==> src/rsp_pkg.sv <==
// Purpose: shared constants for the radio serial slave port
// Assumes: one 100 MHz clock, byte wide registers with six bit addresses
// Notes:   clock output selections count down from the crystal rate
package rsp_pkg;
   localparam int        DATA_W       = 8;
   localparam int        ADDR_W       = 6;
   localparam int        CMD_DIR_BIT  = 7;
   localparam int        CMD_INC_BIT  = 6;
   localparam logic [2:0] BIT_LAST    = 3'h7;
   localparam logic [2:0] CLKSEL_12M  = 3'h0;
   localparam logic [2:0] CLKSEL_6M   = 3'h1;
   localparam logic [2:0] CLKSEL_3M   = 3'h2;
   localparam logic [2:0] CLKSEL_1M5  = 3'h3;
   localparam logic [2:0] CLKSEL_0M75 = 3'h4;
   localparam logic [3:0] DIV_RST     = 4'h0;

   typedef enum logic [2:0] {
      RSP_IDLE = 3'b001,
      RSP_CMD  = 3'b010,
      RSP_DATA = 3'b100
   } rsp_state_t;
endpackage : rsp_pkg

==> src/rsp_clkout.sv <==
// Purpose: selectable digital clock output derived from crystal ticks
// Assumes: xtal_tick pulses once per half period of the fastest output
// Notes:   output parks low the cycle after disable, cutting short any high phase in progress
module rsp_clkout (
   input  wire logic       mclk,
   input  wire logic       rst,
   input  wire logic       xtal_tick,
   input  wire logic       clkout_off,
   input  wire logic [2:0] clkout_sel,
   output logic            clk_o
);
   logic [3:0] div;
   logic [3:0] next_div;
   logic       next_clk_o;
   logic [3:0] limit;

   // toggle after 2^sel ticks, selection above the slowest clamps to it
   always_comb begin
      case (clkout_sel)
         rsp_pkg::CLKSEL_12M:  limit = 4'h0;
         rsp_pkg::CLKSEL_6M:   limit = 4'h1;
         rsp_pkg::CLKSEL_3M:   limit = 4'h3;
         rsp_pkg::CLKSEL_1M5:  limit = 4'h7;
         default:              limit = 4'hf;
      endcase
      next_div   = div;
      next_clk_o = clk_o;
      if (clkout_off) begin
         next_div   = rsp_pkg::DIV_RST;
         next_clk_o = 1'b0;
      end else if (xtal_tick) begin
         if (div >= limit) begin
            next_div   = rsp_pkg::DIV_RST;
            next_clk_o = ~clk_o;
         end else begin
            next_div = div + 4'h1;
         end
      end
   end

   // register stage
   always_ff @(posedge mclk) begin
      if (rst) begin
         div   <= rsp_pkg::DIV_RST;
         clk_o <= 1'b0;
      end else begin
         div   <= next_div;
         clk_o <= next_clk_o;
      end
   end
endmodule : rsp_clkout

==> src/rsp_port.sv <==
// Purpose: serial slave port for register and fifo access, interrupt pin, clock out
// Assumes: sck, ss_n and mosi are pins sampled by two flops; sck half period > 6 mclk
// Notes:   runs on mclk only, never on the crystal oscillator
module rsp_port (
   input  wire logic                       mclk,
   input  wire logic                       rst,
   input  wire logic                       ss_n,
   input  wire logic                       sck,
   input  wire logic                       mosi_i,
   output logic                            mosi_o,
   output logic                            mosi_oe,
   output logic                            miso_o,
   output logic                            miso_oe,
   input  wire logic                       spi_3pin,
   input  wire logic                       irq_on_mosi,
   input  wire logic                       irq_pol_high,
   input  wire logic                       irq_open_drain,
   input  wire logic [7:0]                 tx_status,
   input  wire logic [7:0]                 rx_status,
   input  wire logic [7:0]                 sys_status,
   input  wire logic [7:0]                 tx_irq_en,
   input  wire logic [7:0]                 rx_irq_en,
   input  wire logic [7:0]                 sys_irq_en,
   output logic                            irq_o,
   output logic                            irq_oe,
   output logic [rsp_pkg::ADDR_W-1:0]      reg_addr,
   output logic [rsp_pkg::DATA_W-1:0]      reg_wdata,
   output logic                            reg_wr,
   output logic                            reg_rd,
   input  wire logic [rsp_pkg::DATA_W-1:0] reg_rdata,
   input  wire logic                       xtal_tick,
   input  wire logic                       clkout_off,
   input  wire logic [2:0]                 clkout_sel,
   output logic                            clkout_o
);
   // pin synchronisers, only the second stage and later are read
   logic ss_s1, ss_s2, sck_s1, sck_s2, sck_q, mosi_s1, mosi_s2;

   rsp_pkg::rsp_state_t              st, next_st;
   logic [2:0]                       cnt, next_cnt;
   logic [7:0]                       shin, next_shin;
   logic [7:0]                       shout, next_shout;
   logic                             dir, next_dir;
   logic                             inc, next_inc;
   logic                             load, next_load;
   logic [rsp_pkg::ADDR_W-1:0]       next_addr;
   logic [7:0]                       next_wdata;
   logic                             next_wr, next_rd;
   logic                             next_mosi_o, next_mosi_oe, next_miso_o, next_miso_oe;
   logic                             next_irq_o, next_irq_oe;
   logic                             rise, fall, done, irq_raw, irq_lvl;
   logic [7:0]                       byte_in;

   // link samples, a rising or falling sck seen once per edge
   always_ff @(posedge mclk) begin
      if (rst) begin
         ss_s1   <= 1'b1;
         ss_s2   <= 1'b1;
         sck_s1  <= 1'b0;
         sck_s2  <= 1'b0;
         sck_q   <= 1'b0;
         mosi_s1 <= 1'b0;
         mosi_s2 <= 1'b0;
      end else begin
         ss_s1   <= ss_n;
         ss_s2   <= ss_s1;
         sck_s1  <= sck;
         sck_s2  <= sck_s1;
         sck_q   <= sck_s2;
         mosi_s1 <= mosi_i;
         mosi_s2 <= mosi_s1;
      end
   end

   assign rise    = sck_s2 & ~sck_q & ~ss_s2;
   assign fall    = ~sck_s2 & sck_q & ~ss_s2;
   assign done    = rise && (cnt == rsp_pkg::BIT_LAST);
   assign byte_in = {shin[6:0], mosi_s2};

   // byte framing, command decode and register strobes
   always_comb begin
      next_st    = st;
      next_cnt   = cnt;
      next_shin  = shin;
      next_shout = shout;
      next_dir   = dir;
      next_inc   = inc;
      next_addr  = reg_addr;
      next_wdata = reg_wdata;
      next_wr    = 1'b0;
      next_rd    = 1'b0;
      next_load  = reg_rd;                     // read data valid one cycle after strobe
      if (reg_wr && inc)
         next_addr = reg_addr + 6'h01;
      if (load)
         next_shout = reg_rdata;
      case (st)
         rsp_pkg::RSP_IDLE: begin
            next_cnt = 3'h0;
            if (!ss_s2)
               next_st = rsp_pkg::RSP_CMD;
         end
         rsp_pkg::RSP_CMD, rsp_pkg::RSP_DATA: begin
            if (rise) begin
               next_shin = byte_in;
               next_cnt  = cnt + 3'h1;
            end
            // shift on falls inside a byte only, so bit 7 stands across the byte gap
            if (fall && cnt != 3'h0 && !load)
               next_shout = {shout[6:0], 1'b0};
            if (done && st == rsp_pkg::RSP_CMD) begin
               next_dir  = byte_in[rsp_pkg::CMD_DIR_BIT];
               next_inc  = byte_in[rsp_pkg::CMD_INC_BIT];
               next_addr = byte_in[rsp_pkg::ADDR_W-1:0];
               next_rd   = ~byte_in[rsp_pkg::CMD_DIR_BIT];
               next_st   = rsp_pkg::RSP_DATA;
            end else if (done) begin
               if (dir) begin
                  next_wdata = byte_in;
                  next_wr    = 1'b1;
               end else begin
                  // prefetch of the next byte: a fifo pops once more at burst end
                  next_addr = reg_addr + {5'h00, inc};
                  next_rd   = 1'b1;
               end
            end
            if (ss_s2)
               next_st = rsp_pkg::RSP_IDLE;
         end
         default: next_st = rsp_pkg::RSP_IDLE;
      endcase
   end

   // pin drivers: read data, and the interrupt level on its chosen pin
   always_comb begin
      irq_raw = |(tx_status & tx_irq_en) | |(rx_status & rx_irq_en)
              | |(sys_status & sys_irq_en);
      irq_lvl = irq_pol_high ? irq_raw : ~irq_raw;
      next_miso_o  = shout[7];
      next_miso_oe = !ss_s2 && !spi_3pin && st == rsp_pkg::RSP_DATA && !dir;
      next_mosi_o  = 1'b0;
      next_mosi_oe = 1'b0;
      next_irq_o   = irq_open_drain ? 1'b0 : irq_lvl;
      next_irq_oe  = irq_open_drain ? ~irq_lvl : 1'b1;
      if (spi_3pin && !ss_s2 && st == rsp_pkg::RSP_DATA && !dir) begin
         next_mosi_o  = shout[7];
         next_mosi_oe = 1'b1;
      end else if (irq_on_mosi && ss_s2) begin
         next_mosi_o  = next_irq_o;
         next_mosi_oe = next_irq_oe;
      end
      if (irq_on_mosi) begin
         next_irq_o  = 1'b0;
         next_irq_oe = 1'b0;
      end
   end

   // register stage, no crystal dependency anywhere on this path
   always_ff @(posedge mclk) begin
      if (rst) begin
         st        <= rsp_pkg::RSP_IDLE;
         cnt       <= 3'h0;
         shin      <= 8'h00;
         shout     <= 8'h00;
         dir       <= 1'b0;
         inc       <= 1'b0;
         load      <= 1'b0;
         reg_addr  <= 6'h00;
         reg_wdata <= 8'h00;
         reg_wr    <= 1'b0;
         reg_rd    <= 1'b0;
         mosi_o    <= 1'b0;
         mosi_oe   <= 1'b0;
         miso_o    <= 1'b0;
         miso_oe   <= 1'b0;
         irq_o     <= 1'b0;
         irq_oe    <= 1'b0;
      end else begin
         st        <= next_st;
         cnt       <= next_cnt;
         shin      <= next_shin;
         shout     <= next_shout;
         dir       <= next_dir;
         inc       <= next_inc;
         load      <= next_load;
         reg_addr  <= next_addr;
         reg_wdata <= next_wdata;
         reg_wr    <= next_wr;
         reg_rd    <= next_rd;
         mosi_o    <= next_mosi_o;
         mosi_oe   <= next_mosi_oe;
         miso_o    <= next_miso_o;
         miso_oe   <= next_miso_oe;
         irq_o     <= next_irq_o;
         irq_oe    <= next_irq_oe;
      end
   end

   rsp_clkout u_clkout (
      .mclk       (mclk),
      .rst        (rst),
      .xtal_tick  (xtal_tick),
      .clkout_off (clkout_off),
      .clkout_sel (clkout_sel),
      .clk_o      (clkout_o)
   );
endmodule : rsp_port

==> config.mk <==
export PLATFORM = sky130hd
export DESIGN_NAME = rsp_port
export DESIGN_NICKNAME = d
export VERILOG_FILES = /design/src/rsp_pkg.sv /design/src/rsp_clkout.sv /design/src/rsp_port.sv
export SDC_FILE = /design/constraint.sdc
export NUM_CORES = 1
export LEC_CHECK = 0
export ABC_AREA = 1
export BUFFER_PORTS_ARGS = -buffer_cell sky130_fd_sc_hd__buf_2
export CAP_MARGIN = 20
export CORE_MARGIN = 10
export CORE_UTILIZATION = 30
export CTS_CLUSTER_SIZE = 14
export DETAILED_ROUTE_END_ITERATION = 6
export SLEW_MARGIN = 20
export SYNTH_ARGS = -nofsm -noshare
export SYNTH_HDL_FRONTEND = slang
export SYNTH_SLANG_ARGS = --single-unit
export TNS_END_PERCENT = 5
==> constraint.sdc <==
create_clock -name mclk -period 1.3 [get_ports mclk]
set_input_delay 0.13 -clock mclk [delete_from_list [all_inputs] [get_ports mclk]]
set_output_delay 0.13 -clock mclk [all_outputs]
set_load 0.005 [all_outputs]
==> results.sh, run 1 <==
export IMPL_status="finished, violations left"
export IMPL_violations="negative setup slack"
export IMPL_yosys_mux_area_fraction_pct=0
export IMPL_dieHeight_um=117
export IMPL_slew_headroom_pct=82.7
export IMPL_clkLatencyLatePin_ns=0.34
export IMPL_wl_per_cell_um=12.3
export IMPL_cp_max_fo=7
export IMPL_synth_edff_count=0
export IMPL_r2r_end="shout[0]"
export IMPL_drcViolationCount=0
export IMPL_cp_start_kind="flop"
export IMPL_cp_end_kind="flop"
export IMPL_rsz0062_at_grt="true"
export IMPL_cts_sinks=58
export IMPL_dp_cells=619
export IMPL_clock_root_buffer="clkbuf_8"
export IMPL_cts_buffers_inserted=9
export IMPL_yosysTopAreaCell="dfxtp_1"
export IMPL_async_flop_share_pct=0
export IMPL_grt_pass1_wl_um=13000
export IMPL_globalplace_congestion=0.830
export IMPL_reg2reg_depth=9
export IMPL_p_int_uw=3030
export IMPL_power_density_nw_per_um2=960
export IMPL_die_w_um=117
export IMPL_p_sw_share_pct=22.9
export IMPL_cts_clk_slew_worst_paths_ns=0.07
export IMPL_ys_types=30
export IMPL_critPathMaxStageDelay_ns=0.37
export IMPL_finalHoldViolCount=0
export IMPL_skew_ns=0.00757
export IMPL_setup_tns_final_ns=-4.96
export IMPL_synth_xor_area_share_pct=2.49
export IMPL_cts_tree="done"
export IMPL_ant_nets=0
export IMPL_synth_common_cells="nand2_1 (89), dfxtp_1 (58), inv_1 (53), nor2_1 (53), o21ai_0 (40)"
export IMPL_r2r_slack_ns=-0.27
export IMPL_yosysMostFrequentCell="nand2_1"
export IMPL_synth_flop_cell="dfxtp_1"
export IMPL_final_core_util_pct=44.5
export IMPL_synth_top_family_by_area="simple AND/OR/NAND/NOR gates"
export IMPL_fmax_mhz=636
export IMPL_tightest_slew_ns=0.256
export IMPL_multi_input_area_sq_um=1590
export IMPL_coreArea_sq_um=9200
export IMPL_cts_path_max_buffers=2
export IMPL_criticalPathCategory="flop to flop"
export IMPL_routed_wl_um=7940
export IMPL_cp_required_ns=1.53
export IMPL_antenna_found_initial=0
export IMPL_htreeDepth=3
export IMPL_start_util_pct=30.7
export IMPL_path_cells="buf_4, inv_2, ha_2, nand2_1, nand4_1, nor3b_4, buf_6, buf_16, nor3_1"
export IMPL_grt_usage_pct=11.9
export IMPL_setup_ws_ns=-0.272
export IMPL_regArea_sq_um=1170
export IMPL_area_growth_pct=45.3
export IMPL_power_frac_comb_pct=8.1
export IMPL_netlist_area_leader_share_pct=41.2
export IMPL_syn_avg_cell_area_sq_um=7.01
export IMPL_layout_drive_gt1_share_pct=36.2
export IMPL_synth_nets=483
export IMPL_via_per_inst=4.52
export IMPL_final_cells=644
export IMPL_fin_crit_ns=1.57
export IMPL_ios=93
export IMPL_ys_warn_count=0
export IMPL_whs_path_depth=4
export IMPL_hp_class="input pin to flop"
export IMPL_synth_compound_area_share_pct=14.4
export IMPL_finalSetupViolCount=28
export IMPL_fin_nets=609
export IMPL_row_count=35
export IMPL_power_uw=3930
export IMPL_grt_start_max_net_pins=18
export IMPL_ys_seq_area_share_pct=41.2
export IMPL_vias=2908
export IMPL_worst_ir_drop_vdd_uv=458
export IMPL_synth_area_leaders="dfxtp_1 (41%), nand2_1 (12%), o21ai_0 (7.1%), inv_1 (7.1%), nor2_1 (7.1%)"
export IMPL_clockPowerShare_pct=45.9
export IMPL_grt_overflow=0
export IMPL_final_max_slew_viol_count=0
export IMPL_nFillCells=937
export IMPL_slowest_stage="dfxtp_4"
export IMPL_ys_ff_latch=58
export IMPL_synthCells=402
export IMPL_p_leak_uw=0.00201
export IMPL_dp_hpwl_um=6150
export IMPL_power_switching_uw=900
export IMPL_grt_pass1_vias=2827
export IMPL_regToRegStartpoint="cnt[0]"
export IMPL_synth_fa_ha_area_share_pct=4.88
export IMPL_netlist_area_sq_um=2820
export IMPL_first_pass_iters=5
export IMPL_n_antenna_cell=0
export IMPL_maxCapViolCount=0
export IMPL_p_seq_share_pct=46.0
export IMPL_post_route_period_util_pct=121
export IMPL_synth_simple_area_share_pct=27.8
export IMPL_dieArea_sq_um=13700
export IMPL_initialDrtViolationCount=120
export IMPL_arrival_ns=1.80
export IMPL_min_from="irq_on_mosi"
export IMPL_hold_end="irq_o"
export IMPL_port_buffers=92
[repair_timing]
action / 4_1_cts / 5_1_grt
hold buffers: 4 / 0
cloned: 1 / 1
setup buffers: 2 / 1
setup endpoints to repair: 32 / 43
endpoints found under the hold margin: 4 / 0
resized for setup: 31 / 34
pin swaps: 12 / 14
[critical path, delay by kind of cell (launching register included)]
family | cells | cell delay [ns]
buffers and inverters | 4 | 0.40
adders and majority gates | 1 | 0.15
and+or+nand+nor | 4 | 0.54
DFF | 1 | 0.37
[stage by stage]
stage | hold slack (ns) | setup WS [ns] | area, sq um
2_1_floorplan | 0.208 | -0.118 | 2830
5_1_grt | 0.0551 | -0.342 | 4100
4_1_cts | 0.0277 | -0.184 | 3960
3_3_place_gp | 0.309 | -0.190 | 3590
3_5_place_dp | 0.318 | -0.226 | 3590
6_report | 0.0497 | -0.272 | 4100
[layout make-up]
| cell class | count | share of cell area, % |
|---|---|---|
| Clock buffer | 9 | 3.02 |
| Tap cell | 111 | 3.39 |
| Sequential cell | 58 | 28.5 |
| Multi-Input combinational cell | 279 | 38.8 |
| Clock inverter | 7 | 2.29 |
| Inverter | 55 | 5.10 |
| Timing Repair Buffer | 125 | 18.8 |
[worst max-delay path by stage]
stage | from | endpoint | slack [ns] | cells after the start
6_report | cnt[0] | shout[0] | -0.27 | 9
5_1_grt | cnt[0] | shout[4] | -0.34 | 9
4_1_cts | cnt[1] | reg_addr[5] | -0.18 | 11
3_5_place_dp | cnt[1] | reg_addr[3] | -0.23 | 9
3_3_place_gp | cnt[1] | reg_addr[5] | -0.19 | 11
2_1_floorplan | cnt[1] | reg_wdata[5] | -0.12 | 8
[sequential cells by signal, indices dropped and copies added, names as in the netlist, 3 cells and up]
register and count:
st 3, shout 8, u_clkout.div 4, cnt 3
shin 7, reg_wdata 8, reg_addr 6
[placed cells by master, fill, tap and decap left out, types with 2 or more instances in the layout]
cell           count
a21oi_1           22
a21oi_2           11
and3_1             2
buf_12             2
buf_2             92
buf_4             24
buf_6              2
bufinv_16          2
clkbuf_8           9
clkinv_2           2
clkinvlp_4         2
dfxtp_1           54
dfxtp_2            3
dlygate4sd3_1      4
ha_1               7
ha_4               3
inv_1             50
inv_2              4
nand2_1           82
nand2_2            5
nand2_4            6
nand3_1           13
nand3_2            4
nand4_1            5
nor2_1            51
nor2_4             2
nor3_1             5
o21ai_0           25
o21ai_1            8
o21ai_2            9
or2_2              2
xnor2_1            2
xor2_1             6
[routing by layer]
metal	part of all wire [%]	vias to the layer above	global-route usage (%)
li1	-	1539	-
met1	40	1311	12.5
met2	55	48	21.9
met3	3.6	10	3.26
met4	1.4	0	4.45
met5	0	-	0
[cells by family after synthesis]
logic type               count (synthesis)
flip-flops                              58
buffers and inverters                   66
XOR/XNOR                                 8
adder cells (fa/ha/maj)                 11
AND/OR/NAND/NOR                        182
AO/OA/AOI/OAI                           77
[power groups by stage]
stage	combinational [uW]	sequential, uW	clock (uW)
CTS	309	1810	1890
floorplan	128	1850	0
global placement	285	1850	0
global route	362	1810	1950
detailed placement	292	1850	0
finish	318	1810	1810
Power figures use the tool's default switching activity.
==> inputs of run 2 (changes only) <==
- CORE_UTILIZATION: 30 -> 45
- PLACE_DENSITY: unset -> 0.75
- clock period: 1.3 -> 1.4 ns (I/O delays scaled with it)
==> run 2 against run 1 <==
  * Cell count down 6.7%
  * Register-to-register slack improved by 0.15 ns
  * Power shrank 6.8%
  * Sequential power shrank 7%
  * The run still ends with negative setup slack left
  * Maximum frequency is 3.5% higher
  * Die area decreased by 28%
  * Sequential share of layout area rose by 0.33 points
  * Critical path depth down 1
  * Hold slack got worse by 0.037 ns
==> results.sh, run 2 (synthesis results as in run 1) <==
export IMPL_status="finished, violations left"
export IMPL_violations="negative setup slack"
export IMPL_fin_area_sq_um=4060
export IMPL_grt_pass1_wl_um=11900
export IMPL_power_density_nw_per_um2=903
export IMPL_setup_tns_final_ns=-2.12
export IMPL_r2r_slack_ns=-0.12
export IMPL_final_core_util_pct=67.7
export IMPL_crit_top_cell="ha_4"
export IMPL_cp_required_ns=1.63
export IMPL_worst_ir_drop_vdd_uv=1060
export IMPL_port_buffers=92
export IMPL_path_cells="ha_4, ha_4, nand2_4, nor2_4, nand4_4, clkbuf_16, o21ai_2, a21oi_2"
export IMPL_finalSetupViolCount=25
export IMPL_layout_drive_gt1_share_pct=35.2
export IMPL_dieArea_sq_um=9830
export IMPL_cts_tree="done"
export IMPL_criticalPathCategory="flop to flop"
export IMPL_die_w_um=99.1
export IMPL_clkLatencyLatePin_ns=0.34
export IMPL_rsz0062_at_grt="true"
export IMPL_critPathLaunch="cnt[0]"
export IMPL_dp_hpwl_um=5680
export IMPL_htreeDepth=3
export IMPL_reg_top3="reg_wdata x8, shout x8, shin x7"
export IMPL_fin_crit_ns=1.52
export IMPL_cts_buffers_inserted=9
export IMPL_drcViolationCount=0
export IMPL_reg2reg_depth=8
export IMPL_cp_start_kind="flop"
export IMPL_cts_clk_slew_worst_paths_ns=0.06
export IMPL_finalHoldViolCount=0
export IMPL_maxCapViolCount=0
export IMPL_cp_end_kind="flop"
export IMPL_via_per_inst=4.85
export IMPL_first_pass_iters=4
export IMPL_ant_nets=0
export IMPL_vias=2915
export IMPL_final_max_slew_viol_count=0
export IMPL_fin_nets=602
export IMPL_slew_headroom_pct=80.0
export IMPL_grt_pass1_vias=2795
export IMPL_layout_commonest_cell="buf_2"
export IMPL_r2r_end="reg_wdata[6]"
export IMPL_wl_per_cell_um=13.0
export IMPL_ios=93
export IMPL_skew_ns=0.00430
export IMPL_dp_cells=575
export IMPL_critPathMaxStageDelay_ns=0.37
export IMPL_coreArea_sq_um=5990
export IMPL_arrival_ns=1.75
export IMPL_start_util_pct=47.1
export IMPL_grt_start_max_net_pins=20
export IMPL_regToRegStartpoint="cnt[0]"
export IMPL_post_route_period_util_pct=109
export IMPL_hp_class="input pin to flop"
export IMPL_slowest_stage="dfxtp_4"
export IMPL_clock_root_buffer="clkbuf_8"
export IMPL_min_from="mosi_i"
export IMPL_dieHeight_um=99.1
export IMPL_globalplace_congestion=0.919
export IMPL_cts_sinks=58
export IMPL_row_count=28
export IMPL_grt_usage_pct=14.4
export IMPL_antenna_found_initial=0
export IMPL_layout_common_cells="buf_2 (92), nand2_1 (83), dfxtp_1 (54)"
export IMPL_cp_max_fo=6
export IMPL_initialDrtViolationCount=152
export IMPL_cts_path_max_buffers=2
export IMPL_p_leak_uw=0.00199
export IMPL_fmax_mhz=658
export IMPL_tightest_slew_ns=0.299
export IMPL_worstSetupEndpoint="reg_wdata[6]"
export IMPL_n_antenna_cell=0
export IMPL_area_growth_pct=43.9
export IMPL_place_area_sq_um=3480
export IMPL_final_cells=601
export IMPL_routed_wl_um=7830
export IMPL_setup_ws_ns=-0.120
export IMPL_grt_overflow=0
[run 2: where the power goes]
| group | internal [uW] | switching (uW) | leakage [uW] |
|---|---|---|---|
| logic | 145 | 141 | 0.00141 |
| registers | 1670 | 13.7 | 0.000472 |
| clock network | 1040 | 653 | 0.000109 |
[run 2: per-layer routing]
metal / global-route usage (%) / share of wire (%)
met4: 4.19 / 1.6
met3: 5.26 / 4.2
met1: 13.8 / 40
met2: 27.8 / 54
met5: 0 / 0
[run 2: repair_timing]
item	in CTS	in global routing
pin swaps	1	19
resized for setup	8	71
hold buffers	3	0
buffers inserted	0	7
cloned	0	1
endpoints found under the hold margin	3	0
endpoints found under the setup margin	24	39
[run 2: how the worst min path moves through the flow]
stage                     endpoint  slack [ns]  depth (start not counted)
after floorplan            miso_oe        0.22                          1
after global placement       ss_s1        0.33                          2
after detailed placement   miso_oe        0.33                          2
after CTS                  mosi_s1      0.0006                          3
after global routing       mosi_s1       0.004                          3
final                      mosi_s1        0.01                          3
[run 2: layout make-up]
| class | count | area [sq um] |
|---|---|---|
| Clock buffer | 11 | 141 |
| Fill cell | 506 | 1930 |
| Clock inverter | 5 | 77.6 |
| Multi-Input combinational cell | 278 | 1610 |
| Timing Repair Buffer | 119 | 752 |
| Inverter | 55 | 214 |
| Sequential cell | 58 | 1170 |
| Tap cell | 75 | 93.8 |
[run 2: per-stage QoR]
stage          hold slack, ns  setup WS [ns]  power [uW]
2_1_floorplan           0.218        -0.0178        1840
3_3_place_gp            0.335        -0.0787        1970
3_5_place_dp            0.331         -0.161        1980
4_1_cts              0.000638         -0.113        3680
5_1_grt               0.00393         -0.203        3810
6_report               0.0130         -0.120        3660
[run 2: worst max-delay path: cells and delay by family, from the launching register on]
| family | cells | cell delay (ns) |
|---|---|---|
| simple gates | 3 | 0.40 |
| flops | 1 | 0.37 |
| fa+ha+maj | 2 | 0.27 |
| buf+inv | 1 | 0.20 |
| compound gates | 2 | 0.17 |
==> inputs of run 3 (changes only) <==
- clock period: 1.4 -> 1.3 ns (I/O delays scaled with it)
==> run 3 against run 2 <==
  * The run still ends with negative setup slack left
  * Routed wire length up 4.1%
  * Combinational power up 13%
  * Highest routed layer unchanged
  * Sequential cell count unchanged
  * Hold slack better by 0.042 ns
  * Final area grew 3.1%
  * Setup slack got worse by 0.13 ns
  * Clock-buffer cell count fell by 1
  * Clock skew grew 0.0032 ns
  * Global-route usage increased by 0.94 points
  * Die area unchanged
  * Sequential power is 8% higher
  * Power increased by 13%
==> results.sh, run 3 (synthesis results as in run 1) <==
export IMPL_worstSetupEndpoint="reg_addr[5]"
export IMPL_row_count=28
export IMPL_port_buffers=92
export IMPL_area_growth_pct=48.4
export IMPL_criticalPathCategory="flop to flop"
export IMPL_r2r_slack_ns=-0.25
export IMPL_routed_wl_um=8150
export IMPL_worst_path_stages=11
export IMPL_cts_buffers_inserted=9
export IMPL_arrival_ns=1.78
export IMPL_fin_nets=613
export IMPL_skew_ns=0.00755
export IMPL_final_max_slew_viol_count=0
export IMPL_reg_top3="reg_wdata x8, shout x8, shin x7"
export IMPL_fmax_mhz=645
export IMPL_cts_path_max_buffers=2
export IMPL_regToRegStartpoint="cnt[1]"
export IMPL_via_per_inst=4.91
export IMPL_globalplace_congestion=0.933
export IMPL_finalHoldViolCount=0
export IMPL_r2r_end="reg_addr[5]"
export IMPL_place_ws_ns=-0.300
export IMPL_critical_path_top_delay_family="simple AND/OR/NAND/NOR gates"
export IMPL_cp_start_kind="flop"
export IMPL_initialDrtViolationCount=85
export IMPL_dieArea_sq_um=9830
export IMPL_place_area_sq_um=3560
export IMPL_htreeDepth=3
export IMPL_layout_common_cells="buf_2 (92), nand2_1 (83), dfxtp_1 (51)"
export IMPL_grt_overflow=0
export IMPL_grt_pass1_vias=2947
export IMPL_drcViolationCount=0
export IMPL_cts_clk_slew_worst_paths_ns=0.07
export IMPL_antenna_found_initial=0
export IMPL_ant_nets=0
export IMPL_layout_commonest_cell="buf_2"
export IMPL_cp_max_fo=5
export IMPL_worst_ir_drop_vdd_uv=1050
export IMPL_slew_headroom_pct=79.9
export IMPL_clock_root_buffer="clkbuf_8"
export IMPL_violations="negative setup slack"
export IMPL_fin_area_sq_um=4180
export IMPL_cts_tree="done"
export IMPL_start_util_pct=47.1
export IMPL_path_cells="ha_4, ha_4, nand2_4, nor2_4, nand2_4, nor2_4, nand2_1, o21ai_1, nand2_1, nand2_1, inv_1"
export IMPL_status="finished, violations left"
export IMPL_post_route_period_util_pct=119
export IMPL_hp_class="input pin to flop"
export IMPL_maxCapViolCount=0
export IMPL_wl_per_cell_um=13.3
export IMPL_grt_start_max_net_pins=20
export IMPL_first_pass_iters=4
export IMPL_clkLatencyLatePin_ns=0.33
export IMPL_finalSetupViolCount=29
export IMPL_slowest_stage="dfxtp_4"
export IMPL_fin_crit_ns=1.55
export IMPL_cp_required_ns=1.53
export IMPL_die_w_um=99.1
export IMPL_coreArea_sq_um=5990
export IMPL_tightest_slew_ns=0.299
export IMPL_grt_usage_pct=15.3
export IMPL_dp_hpwl_um=5890
export IMPL_worst_path_buf_inv=1
export IMPL_reg2reg_depth=11
export IMPL_rsz0062_at_grt="true"
export IMPL_whs_path_depth=4
export IMPL_p_leak_uw=0.00208
export IMPL_critPathMaxStageDelay_ns=0.36
export IMPL_power_density_nw_per_um2=993
export IMPL_crit_top_cell="nand2_1"
export IMPL_cp_end_kind="flop"
export IMPL_layout_drive_gt1_share_pct=38.1
export IMPL_vias=2998
export IMPL_dieHeight_um=99.1
export IMPL_cts_sinks=58
export IMPL_grt_pass1_wl_um=12700
export IMPL_ios=93
export IMPL_setup_ws_ns=-0.250
export IMPL_critPathLaunch="cnt[1]"
export IMPL_final_core_util_pct=69.8
export IMPL_n_antenna_cell=0
-- run 3: cell types whose count changed in the layout (fill, tap and decap cells not counted), sizes merged --
cell and change:
bufinv +1, nand2 +1, clkinv -1, clkbuf -1
dlygate4sd3 +1, buf +9
-- run 3: where the power goes --
part,switching (uW),leakage (uW),internal [uW]
Clock,711,0.000118,1310
Sequential,14.2,0.000473,1800
Combinational,158,0.00149,164
Total,883,0.00208,3270
-- run 3: metrics by stage --
stage,hold WS (ns),total power (uW),std cells,TNS (ns)
after global placement,0.322,2130,586,-2.93
final,0.0552,4150,611,-5.44
after CTS,0.0463,4150,607,-3.59
after floorplan,0.208,1980,402,-0.945
after global routing,0.0703,4310,611,-7.63
after detailed placement,0.314,2140,586,-4.52
-- run 3: repair_timing --
item / in CTS / in global routing
hold buffers: 4 / 0
resized for setup: 28 / 53
cloned: 1 / 2
endpoints found under the hold margin: 4 / 0
setup buffers: 1 / 2
pin swaps: 12 / 17
endpoints found under the setup margin: 38 / 41
-- run 3: area by class of cell --
type                    instances  area (sq um)
multi-input cells             279          1640
inverters                      55           209
repair buffers                129           826
well taps                      75          93.8
clock buffers                  10           138
fillers                       492          1810
clock inverters                 5           103
flip-flops and latches         58          1170
-- run 3: worst min-delay path by stage --
| stage | start | slack (ns) | end |
|---|---|---|---|
| floorplan | spi_3pin | 0.21 | miso_oe |
| global placement | spi_3pin | 0.32 | miso_oe |
| detailed placement | spi_3pin | 0.31 | miso_oe |
| CTS | irq_on_mosi | 0.05 | irq_o |
| global route | irq_on_mosi | 0.07 | irq_o |
| finish | irq_on_mosi | 0.06 | irq_o |
-- run 3: worst reg2reg max path: cells and delay by family (launching register included) --
| family | cells | cell delay (ns) |
|---|---|---|
| buffers and inverters | 1 | 0.03 |
| flip-flops | 1 | 0.36 |
| AND/OR/NAND/NOR | 7 | 0.69 |
| adder cells (fa/ha/maj) | 2 | 0.27 |
| AO/OA/AOI/OAI | 1 | 0.10 |
-- run 3: metal layers --
metal  up-vias  wire, um  track usage (%)
met3        21       408             5.47
met4         0       157             5.29
met5         -         0                0
li1       1540         -                -
met1      1366      3160             15.2
met2        71      4420             28.7
